## src/hw/lpt_consts.svh

```systemverilog
`ifndef LPT_CONSTS_SVH
`define LPT_CONSTS_SVH
// clock 125 MHz
`define LPT_CLK_HZ          125000000
// auto-restart retry interval, in ms
`define LPT_RETRY_MS        1000
`define LPT_RETRY_CYC       ((`LPT_CLK_HZ / 1000) * `LPT_RETRY_MS)
// external tone idle time before return to reference, in ns (longest: round down)
`define LPT_TONE_IDLE_NS    42000
`define LPT_TONE_IDLE_CYC   ((`LPT_TONE_IDLE_NS * 125) / 1000)
// internal tone 22 kHz: half period in cycles
`define LPT_TONE_HZ         22000
`define LPT_TONE_HALF_CYC   (`LPT_CLK_HZ / (2 * `LPT_TONE_HZ))
// detector: period window, transmit (tight) and receive (wide), in cycles
`define LPT_DET_TX_MIN      5200
`define LPT_DET_TX_MAX      6200
`define LPT_DET_RX_MIN      4800
`define LPT_DET_RX_MAX      6800
// early-power-fail release delays, ms (encoding arbitrary)
`define LPT_EPF_D0_MS       0
`define LPT_EPF_D1_MS       10
`define LPT_EPF_D2_MS       50
`define LPT_EPF_D3_MS       100
// register indices
`define LPT_ADDR_CTRL       4'h0
`define LPT_ADDR_STAT       4'h1
`define LPT_ADDR_MASK       4'h2
`define LPT_ADDR_EVT        4'h3
// control bit positions
`define LPT_CTL_RESTART     0
`define LPT_CTL_SINKDIS     1
`define LPT_CTL_TONESRC     2
`define LPT_CTL_EPFD0       3
`define LPT_CTL_EPFD1       4
`define LPT_CTL_ENABLE      5
// event bit positions; then the control register reset value
`define LPT_EVT_TSD         0
`define LPT_EVT_EPF         1
`define LPT_EVT_TONE        2
`define LPT_CTRL_RESET      8'h00
`endif

```

## src/hw/lpt_pkg.sv

```systemverilog
package lpt_pkg;
    typedef struct packed {
        logic [3:0] addr;
        logic [7:0] wdata;
        logic       wr;
        logic       rd;
    } lpt_bus_t;

    typedef struct packed {
        logic overTemp;
        logic coolOk;
        logic epfLow;
        logic epfHigh;
        logic toneAmpTx;
        logic toneAmpRx;
    } lpt_cmp_t;

    typedef enum logic [1:0] {
        TS_RUN,
        TS_WAIT,
        TS_LATCH
    } lpt_tsd_state_t;
endpackage : lpt_pkg

```

## src/hw/lpt_control.sv

```systemverilog
// Chosen here: the strobed register port and the register addresses.
`include "lpt_consts.svh"
// How it works
// overheat disables output and boost until cool
// auto mode retries every second until cool
// latched mode keeps output off, no retry
// latched fault pulls irq; read releases; write reenables
// latched read clears flag only when cool
// auto mode: read releases irq, restart clears flag
// sink-disable set limits reverse current below 10mA
// sink enabled 25mA, 60mA while tone active
// sleep low turns outputs off, resets control
// control register resets to all zeros
// internal tone gated by tone pin
// external tone on pin reproduced on output
// external tone idle 42us returns to reference
// detector drives open-drain output and flag
// tone valid within 1.5 periods
// transmit tight window, receive wide window
// power-fail low sets flag and irq
// power-fail flag clears after selected delay
// four release delays are parameters
module lpt_control #(
    parameter int RETRY_CYC = `LPT_RETRY_CYC,
    parameter int EPF_D0_MS = `LPT_EPF_D0_MS,
    parameter int EPF_D1_MS = `LPT_EPF_D1_MS,
    parameter int EPF_D2_MS = `LPT_EPF_D2_MS,
    parameter int EPF_D3_MS = `LPT_EPF_D3_MS,
    parameter int MS_CYC    = `LPT_CLK_HZ / 1000
) (
    // clock and reset
    input  wire logic             mclk,
    input  wire logic             reset,
    // register port
    input  wire lpt_pkg::lpt_bus_t bus,
    output logic [7:0]            rdata,
    // pins
    input  wire logic             sleepN,
    input  wire logic             tone_gate_pin,
    input  wire logic             tone_detect_input,
    input  wire lpt_pkg::lpt_cmp_t cmp,
    // outputs to analog, open-drain detector pin and irq
    output logic                  channel_supply_output,
    output logic                  boostEnable,
    output logic                  toneDrive,
    output logic                  outputAtRef,
    output logic                  sinkHigh,
    output logic                  sinkLimit10,
    output logic                  tone_detect_output_oe,
    output logic                  tone_detect_output_o,
    output logic                  irqN
);
    localparam int TX_MIN = `LPT_DET_TX_MIN;
    localparam int TX_MAX = `LPT_DET_TX_MAX;
    localparam int RX_MIN = `LPT_DET_RX_MIN;
    localparam int RX_MAX = `LPT_DET_RX_MAX;

    // detector windows in clock cycles; transmit is the narrower pair

    // two-flop synchronisers for every asynchronous input; only stage B is read
    logic              sleepA_reg;
    logic              sleepB_reg;
    logic              gateA_reg;
    logic              gateB_reg;
    logic              detA_reg;
    logic              detB_reg;
    lpt_pkg::lpt_cmp_t cmpA_reg;
    lpt_pkg::lpt_cmp_t cmpB_reg;
    always_ff @(posedge mclk) begin
        sleepA_reg <= sleepN;
        sleepB_reg <= sleepA_reg;
    end
    always_ff @(posedge mclk) begin
        gateA_reg <= tone_gate_pin;
        gateB_reg <= gateA_reg;
    end
    always_ff @(posedge mclk) begin
        detA_reg <= tone_detect_input;
        detB_reg <= detA_reg;
    end
    // comparators are slow analog levels, so one cycle of skew per bit is harmless
    always_ff @(posedge mclk) begin
        cmpA_reg <= cmp;
        cmpB_reg <= cmpA_reg;
    end
    wire               sleepS = sleepB_reg;
    wire               gateS  = gateB_reg;
    wire               detInS = detB_reg;
    lpt_pkg::lpt_cmp_t cmpS;
    assign cmpS = cmpB_reg;
    // sleep acts as reset, two cycles late through its synchroniser
    wire rst = reset || !sleepS;

    // release delay in cycles for each select code
    function automatic int delayCyc(input logic [1:0] sel);
        case (sel)
            2'h0: delayCyc = EPF_D0_MS * MS_CYC;
            2'h1: delayCyc = EPF_D1_MS * MS_CYC;
            2'h2: delayCyc = EPF_D2_MS * MS_CYC;
            default: delayCyc = EPF_D3_MS * MS_CYC;
        endcase
    endfunction : delayCyc

    // one decoder for every write and the status read, so strobe and index always agree
    function automatic logic hit(input logic strobe, input logic [3:0] addr,
                                 input logic [3:0] index);
        hit = strobe && addr == index;
    endfunction : hit

    // control and mask registers
    logic [7:0] ctrl_reg;
    logic [2:0] mask_reg;
    wire wrCtrl = hit(bus.wr, bus.addr, `LPT_ADDR_CTRL);
    wire wrMask = hit(bus.wr, bus.addr, `LPT_ADDR_MASK);
    wire wrEvt  = hit(bus.wr, bus.addr, `LPT_ADDR_EVT);
    wire rdStat = hit(bus.rd, bus.addr, `LPT_ADDR_STAT);
    always_ff @(posedge mclk) begin
        if (rst)
            ctrl_reg <= `LPT_CTRL_RESET;
        else if (wrCtrl)
            ctrl_reg <= bus.wdata;
    end
    // mask opens enabled so a fault before setup still raises irq
    always_ff @(posedge mclk) begin
        if (rst)
            mask_reg <= 3'h7;
        else if (wrMask)
            mask_reg <= bus.wdata[2:0];
    end
    wire autoMode = ctrl_reg[`LPT_CTL_RESTART];
    wire toneSrc  = ctrl_reg[`LPT_CTL_TONESRC];
    wire sinkDis  = ctrl_reg[`LPT_CTL_SINKDIS];
    wire chanEn   = ctrl_reg[`LPT_CTL_ENABLE];

    // thermal state machine
    lpt_pkg::lpt_tsd_state_t tsState_reg;
    logic [31:0] retry_reg;
    logic        tsdFlag_reg;
    logic        tsdEvt;
    // one retry tick per interval; the count only runs while waiting to restart
    wire retryTick = retry_reg >= 32'(RETRY_CYC - 1);
    always_ff @(posedge mclk) begin
        if (rst || tsState_reg != lpt_pkg::TS_WAIT || retryTick)
            retry_reg <= 32'h0;
        else
            retry_reg <= retry_reg + 32'h1;
    end
    always_ff @(posedge mclk) begin
        if (rst) begin
            tsState_reg <= lpt_pkg::TS_RUN;
            tsdFlag_reg <= 1'b0;
            tsdEvt      <= 1'b0;
        end else begin
            tsdEvt <= 1'b0;
            case (tsState_reg)
                lpt_pkg::TS_RUN: begin
                    if (cmpS.overTemp) begin
                        tsState_reg <= autoMode ? lpt_pkg::TS_WAIT : lpt_pkg::TS_LATCH;
                        tsdFlag_reg <= 1'b1;
                        tsdEvt      <= 1'b1;
                    end
                end
                lpt_pkg::TS_WAIT: begin
                    // a retry only takes while below the lower threshold
                    if (retryTick && cmpS.coolOk && !cmpS.overTemp) begin
                        tsState_reg <= lpt_pkg::TS_RUN;
                        tsdFlag_reg <= 1'b0;
                    end
                end
                default: begin
                    // a read while still hot leaves the flag for the next read
                    if (rdStat && cmpS.coolOk)
                        tsdFlag_reg <= 1'b0;
                    // re-enable takes a control write, once cool or once a read has cleared the flag
                    if (wrCtrl && (cmpS.coolOk || !tsdFlag_reg))
                        tsState_reg <= lpt_pkg::TS_RUN;
                end
            endcase
        end
    end
    wire tsdOff = tsState_reg != lpt_pkg::TS_RUN;

    // tone generation
    logic [15:0] half_reg;
    logic        intTone_reg;
    logic [15:0] idle_reg;
    // internal tone restarts in phase each time the gate opens
    always_ff @(posedge mclk) begin
        if (rst || !gateS) begin
            half_reg    <= 16'h0;
            intTone_reg <= 1'b0;
        end else if (half_reg >= 16'(`LPT_TONE_HALF_CYC - 1)) begin
            half_reg    <= 16'h0;
            intTone_reg <= !intTone_reg;
        end else begin
            half_reg <= half_reg + 16'h1;
        end
    end
    // idle count saturates, so a long gap never wraps back to tone
    always_ff @(posedge mclk) begin
        if (rst || gateS)
            idle_reg <= 16'h0;
        else if (idle_reg < 16'(`LPT_TONE_IDLE_CYC))
            idle_reg <= idle_reg + 16'h1;
    end
    wire extIdle = idle_reg >= 16'(`LPT_TONE_IDLE_CYC);
    wire toneOnInt = gateS;
    wire toneOnExt = !extIdle;
    wire toneOn    = toneSrc ? toneOnExt : toneOnInt;

    // tone detector: period measured between rising edges
    logic        detPrev_reg;
    logic [15:0] per_reg;
    logic        tonePresent_reg;
    wire detRise = detInS && !detPrev_reg;
    // amplitude and window both follow the transmit or receive side
    wire ampOk   = gateS ? cmpS.toneAmpTx : cmpS.toneAmpRx;
    wire inWin   = gateS ? (per_reg >= 16'(TX_MIN) && per_reg <= 16'(TX_MAX))
                         : (per_reg >= 16'(RX_MIN) && per_reg <= 16'(RX_MAX));
    // the count stops one past the widest window, so a first edge after silence never passes
    wire perFull = per_reg > 16'(RX_MAX);
    always_ff @(posedge mclk) begin
        if (rst)
            detPrev_reg <= 1'b0;
        else
            detPrev_reg <= detInS;
    end
    always_ff @(posedge mclk) begin
        if (rst || detRise)
            per_reg <= 16'h0;
        else if (!perFull)
            per_reg <= per_reg + 16'h1;
    end
    // one in-window period after the first edge: valid in under 1.5 periods
    always_ff @(posedge mclk) begin
        if (rst)
            tonePresent_reg <= 1'b0;
        else if (detRise)
            tonePresent_reg <= inWin && ampOk;
        else if (perFull)
            tonePresent_reg <= 1'b0;
    end

    // early power fail
    logic        epfFlag_reg;
    logic [31:0] epfCnt_reg;
    logic        epfEvt;
    logic [31:0] epfDelay;
    // delay select is read live, so a change mid-release takes effect at once
    assign epfDelay = 32'(delayCyc({ctrl_reg[`LPT_CTL_EPFD1],
                                    ctrl_reg[`LPT_CTL_EPFD0]}));
    wire epfDone = epfCnt_reg >= epfDelay;
    always_ff @(posedge mclk) begin
        if (rst || cmpS.epfLow || !epfFlag_reg || !cmpS.epfHigh)
            epfCnt_reg <= 32'h0;
        else if (!epfDone)
            epfCnt_reg <= epfCnt_reg + 32'h1;
    end
    always_ff @(posedge mclk) begin
        if (rst)
            epfFlag_reg <= 1'b0;
        else if (cmpS.epfLow)
            epfFlag_reg <= 1'b1;
        else if (epfFlag_reg && cmpS.epfHigh && epfDone)
            epfFlag_reg <= 1'b0;
    end
    // one pulse per fall, so a held fault is not raised again after a clear
    always_ff @(posedge mclk) begin
        if (rst)
            epfEvt <= 1'b0;
        else
            epfEvt <= cmpS.epfLow && !epfFlag_reg;
    end

    // sticky events, write one to clear, set wins
    logic [2:0] evt_reg;
    logic       toneEvt_reg;
    logic [2:0] evtClr;
    wire  [2:0] evtSet = {tonePresent_reg && !toneEvt_reg, epfEvt, tsdEvt};
    // a status read releases irq for thermal and power-fail, not for tone
    always_comb begin
        evtClr = 3'h0;
        if (wrEvt)
            evtClr = evtClr | bus.wdata[2:0];
        if (rdStat)
            evtClr = evtClr | 3'h3;
    end
    always_ff @(posedge mclk) begin
        if (rst)
            toneEvt_reg <= 1'b0;
        else
            toneEvt_reg <= tonePresent_reg;
    end
    always_ff @(posedge mclk) begin
        if (rst)
            evt_reg <= 3'h0;
        else
            evt_reg <= evtSet | (evt_reg & ~evtClr);
    end

    // read port: the mux is combinational, the data a flop held until the next read
    logic [7:0] readMux;
    always_comb begin
        readMux = 8'h00;
        if (bus.addr == `LPT_ADDR_CTRL)
            readMux = ctrl_reg;
        else if (bus.addr == `LPT_ADDR_STAT)
            readMux = {4'h0, tsdOff, tonePresent_reg, epfFlag_reg, tsdFlag_reg};
        else if (bus.addr == `LPT_ADDR_MASK)
            readMux = {5'h0, mask_reg};
        else if (bus.addr == `LPT_ADDR_EVT)
            readMux = {5'h0, evt_reg};
    end
    always_ff @(posedge mclk) begin
        if (rst)
            rdata <= 8'h00;
        else if (bus.rd)
            rdata <= readMux;
    end

    // supply and boost follow enable unless thermal is holding them off
    always_ff @(posedge mclk) begin
        if (rst) begin
            channel_supply_output <= 1'b0;
            boostEnable           <= 1'b0;
        end else begin
            channel_supply_output <= chanEn && !tsdOff;
            boostEnable           <= chanEn && !tsdOff;
        end
    end

    // tone stage: reference level whenever no tone is on
    always_ff @(posedge mclk) begin
        if (rst) begin
            toneDrive   <= 1'b0;
            outputAtRef <= 1'b1;
        end else begin
            toneDrive   <= toneSrc ? gateS : intTone_reg;
            outputAtRef <= !toneOn;
        end
    end

    // the limit bit always wins over the high sink
    always_ff @(posedge mclk) begin
        if (rst) begin
            sinkLimit10 <= 1'b0;
            sinkHigh    <= 1'b0;
        end else begin
            sinkLimit10 <= sinkDis;
            sinkHigh    <= !sinkDis && toneOn;
        end
    end

    // open drain: pull low only on the low half of a tone already judged valid
    always_ff @(posedge mclk) begin
        if (rst)
            tone_detect_output_oe <= 1'b0;
        else
            tone_detect_output_oe <= tonePresent_reg && !detInS;
    end
    assign tone_detect_output_o = 1'b0;

    // level irq, active low, from unmasked sticky events
    always_ff @(posedge mclk) begin
        if (rst)
            irqN <= 1'b1;
        else
            irqN <= !(|(evt_reg & mask_reg));
    end
endmodule : lpt_control

```

## config.mk

```make
export PLATFORM = sky130hd
export DESIGN_NAME = lpt_control
export DESIGN_NICKNAME = d
export VERILOG_FILES = /design/src/hw/lpt_pkg.sv /design/src/hw/lpt_control.sv
export VERILOG_INCLUDE_DIRS = /design/src /design/src/hw
export SDC_FILE = /design/constraint.sdc
export NUM_CORES = 1
export LEC_CHECK = 0
export BUFFER_PORTS_ARGS = -buffer_cell sky130_fd_sc_hd__buf_2
export CAP_MARGIN = 10
export CORE_MARGIN = 2
export CORE_UTILIZATION = 60
export DETAILED_ROUTE_END_ITERATION = 7
export PLACE_DENSITY = 0.84
export SYNTH_ARGS = -nofsm -noshare
export SYNTH_HDL_FRONTEND = slang
export SYNTH_SLANG_ARGS = --single-unit
export TNS_END_PERCENT = 10
```

## constraint.sdc

```tcl
create_clock -name mclk -period 4.8 [get_ports mclk]
set_input_delay 0.48 -clock mclk [delete_from_list [all_inputs] [get_ports mclk]]
set_output_delay 0.48 -clock mclk [all_outputs]
set_load 0.01 [all_outputs]
```

==> metrics.csv <==
stage,metric,value,unit
timing,finalMaxSlewViolations,0,
timing,finalWorstPathRequiredPeriod,3.14,ns
yosys,seq_area_frac_synth,44.1,%
yosys,yosys_warnings,0,
grt,grt_pass1_vias,5540,
layout,layout-drive-gt1-share,11.8,%
yosys,dominant_synthesized_flop_cell,dfxtp_1,
drt,ant_nets,0,
power_and_ir_drop,power_density,344,nW/um2
yosys,synthDominantAreaCellType,dfxtp_1,
yosys,post_synth_inst_count,845,
timing,setup-tns-final,0,ns
yosys,synth_seq_cells,169,
run,cap_violations,0,
drt,met3RoutedLength,656,um
yosys,post_synth_num_cell_types,67,
layout,post-route-cell-area,8680,um2
timing,max-slew-margin-rel,24.1,%
critical_path,regToRegEndpoint,epfCnt_reg[15],
drt,drt_pass1_iterations,5,
timing,grt_setup_unrepaired,false,
worst_hold_path,timing.hold.worst_endpoint,gateA_reg,
critical_path,worst_setup_path_end_kind,flip-flop,
clock_network,cts-root-to-sink-buffers,2,
layout,antenna_cells_inserted,0,
worst_hold_path,hold_path.class,in2reg,
timing,fmax,318,MHz
grt,global_route_wire_length_before_repair,26000,um
drt,dr_total_vias,6039,
die,vertical_die_dimension,117,um
clock_network,post_cts_hold_buffer_count,0,
timing,setup_violations,0,
critical_path,cp.required,5.16,ns
yosys,synthesis.area,7660,um2
yosys,post_synthesis_average_cell_area,9.07,um2
drt,highest_layer,met4,
yosys,yosysTopAreaCellShare,44.1,%
drt,route.detailed.drc,0,
timing,tightest_slew,1.14,ns
worst_hold_path,worst_hold_start,tone_gate_pin,
die,core,12600,um2
clock_network,cts.repair_timing.setup_buffer_count,0,
drt,drt-vias-per-instance,5.65,
clock_network,cts_made_buffers,17,
critical_path,timing.setup.critical_path_class,reg2reg,
critical_path,r2r_setup_slack,1.66,ns
critical_path,critical_path.max_fanout,18,
die,die-width,117,um
die,floorplan.initialDensity,61.0,%
timing,final_hold_fails,0,
drt,route.layer.met1.wl,7360,um
place,io_buffers,40,
clock_network,cts_max_level,4,
layout,area_taken_by_flip_flops_and_latches,3380,um2
yosys,synth_enable_flop_cells,0,
clock_network,root_buffer,clkbuf_16,
power_and_ir_drop,power.leakage,0.00300,uW
layout,syn2layout_area_growth,13.2,%
critical_path,crit_path_start_kind,flip-flop,
power_and_ir_drop,power.ir.vdd_worst,0.302,mV
clock_network,ctsResizeCount,0,
die,floorplan.io_pins,42,
clock_network,clock_tree_from_tritoncts,done,
drt,routed_wirelength,15800,um
clock_network,clk-insertion-delay-late,0.43,ns
drt,detailedRoute.firstIterationViolations,335,
grt,pin_count_of_the_biggest_net_entering_global_routing,57,
drt,avgRoutedWirePerCell,14.8,um
yosys,synth.area.top_cells,"dfxtp_1, nor2_1, ha_1",
timing,final.setup_skew,0.00642,ns
die,fp-row-count,41,
clock_network,cts_sinks,169,
worst_hold_path,worstHoldPathCells,1,
grt,gr-total-overflow,0,
layout,multi_input_area,4070,um2
layout,nFillCells,972,
grt,grtUsageTotal,24.3,%
critical_path,reg2reg_depth,9,
critical_path,critical_path.reg2reg.startpoint,ctrl_reg[3],
yosys,asyncSetResetFlopFracSynth,0,%
layout,final_nets,936,
die,floorplan_die_area,13700,um2
outcome,status,"finished, final reports clean",
critical_path,start_point_of_the_critical_path,ctrl_reg[3],
critical_path,critPathArrivalTime,3.50,ns
place,hpwl,10600,um
clock_network,clkSlewWorstSetupHoldPaths,0.06,ns
timing,fin_crit_sh,65.4,%
place,weighted_congestion_reported_at_the_end_of_routability_driven_placement,0.842,
place,postPlaceCellArea,8010,um2
grt,grt_antenna_before_repair,0,
drt,met2RoutedLength,7450,um
[worst max-delay path by stage]
stage,cells after the start,endpoint
2_1_floorplan,10,epfCnt_reg[23]
3_3_place_gp,9,epfCnt_reg[15]
3_5_place_dp,9,epfCnt_reg[15]
4_1_cts,9,epfCnt_reg[9]
5_1_grt,9,epfCnt_reg[4]
6_report,9,epfCnt_reg[15]
[report_power, final]
part | leakage, uW | total [uW] | switching (uW) | internal (uW)
clock | 0.000310 | 1480 | 562 | 919
sequential | 0.00137 | 1430 | 10.1 | 1420
combinational | 0.00132 | 77.0 | 49.0 | 28.0
[kinds of logic after synthesis]
| kind of cell | after synthesis | synth area share [%] |
|---|---|---|
| simple gates | 384 | 25.1 |
| flops | 169 | 44.1 |
| compound gates | 116 | 12.6 |
| buf+inv | 61 | 3.22 |
| xor+xnor | 55 | 6.29 |
| mux | 31 | 4.10 |
| fa+ha+maj | 28 | 4.54 |
| other cells | 1 | 0.0489 |
[worst max-delay path: stages (launching register included)]
cell       delay, ns
dfxtp_1         0.40
ha_1            0.19
inv_1           0.11
ha_1            0.20
or4_1           0.41
a2111o_1        0.44
a211oi_4        0.37
nand2_4         0.29
a2111oi_1       0.43
mux2i_1         0.23
[placed cells by master (no fill, tap or decap), types with 4 or more instances in the layout]
cell and instances:
dfxtp_1 169, nor2_1 96, nand2_1 80, nand3_1 57, buf_2 40, a21oi_1 35
nand2b_1 34, xor2_1 33, nand4_1 29, mux2i_1 28, ha_1 27, inv_1 25
xnor2_1 22, and2_1 19, and3_1 17, clkbuf_16 17, o21ai_0 14, nor3_1 11
conb_1 10, nor2b_1 9, a2111oi_2 8, a211oi_1 7, or3_1 6, a31oi_1 6
and4_1 6, buf_4 6, or4_1 5, nor4_1 5, o31ai_1 5, a2111oi_4 4
a211oi_2 4, bufinv_16 4
[through the flow]
step	worst slack (ns)	instances	power (uW)	util, %	hold WS (ns)
global placement	1.79	1036	1540	63.7	0.310
finish	1.66	1069	2990	69.0	0.149
CTS	1.67	1068	3010	68.9	0.134
floorplan	2.09	854	1510	-	0.310
detailed placement	1.68	1036	1540	63.7	0.312
global route	1.42	1069	3080	69.0	0.132
[layout make-up]
cell class	count	area share, %
clock inverter	12	2.15
sequential	169	39.0
clock buffer	20	5.38
inverter	25	1.08
tap	172	2.48
timing repair buffer	47	3.00
multi-input combinational	624	46.9
[synth_stat cells (all sizes together), types with 9 or more instances]
| library cell | count |
|---|---|
| nand3 | 57 |
| xor2 | 33 |
| a211oi | 12 |
| xnor2 | 22 |
| and2 | 20 |
| ha | 27 |
| inv | 25 |
| mux2i | 28 |
| nand2 | 81 |
| nand4 | 29 |
| and3 | 17 |
| nand2b | 34 |
| clkbuf | 25 |
| a2111oi | 13 |
| nor2b | 9 |
| dfxtp | 169 |
| nor3 | 12 |
| o21ai | 15 |
| a21oi | 36 |
| buf | 11 |
| nor2 | 96 |
[per-layer routing]
layer / vias to the layer above / global-route usage, %
li1: 3031 / -
met1: 2844 / 30.8
met2: 132 / 39.7
met3: 32 / 5.87
met4: 0 / 10.7
met5: - / 0
Note: power is estimated with default switching activity, not from simulation.
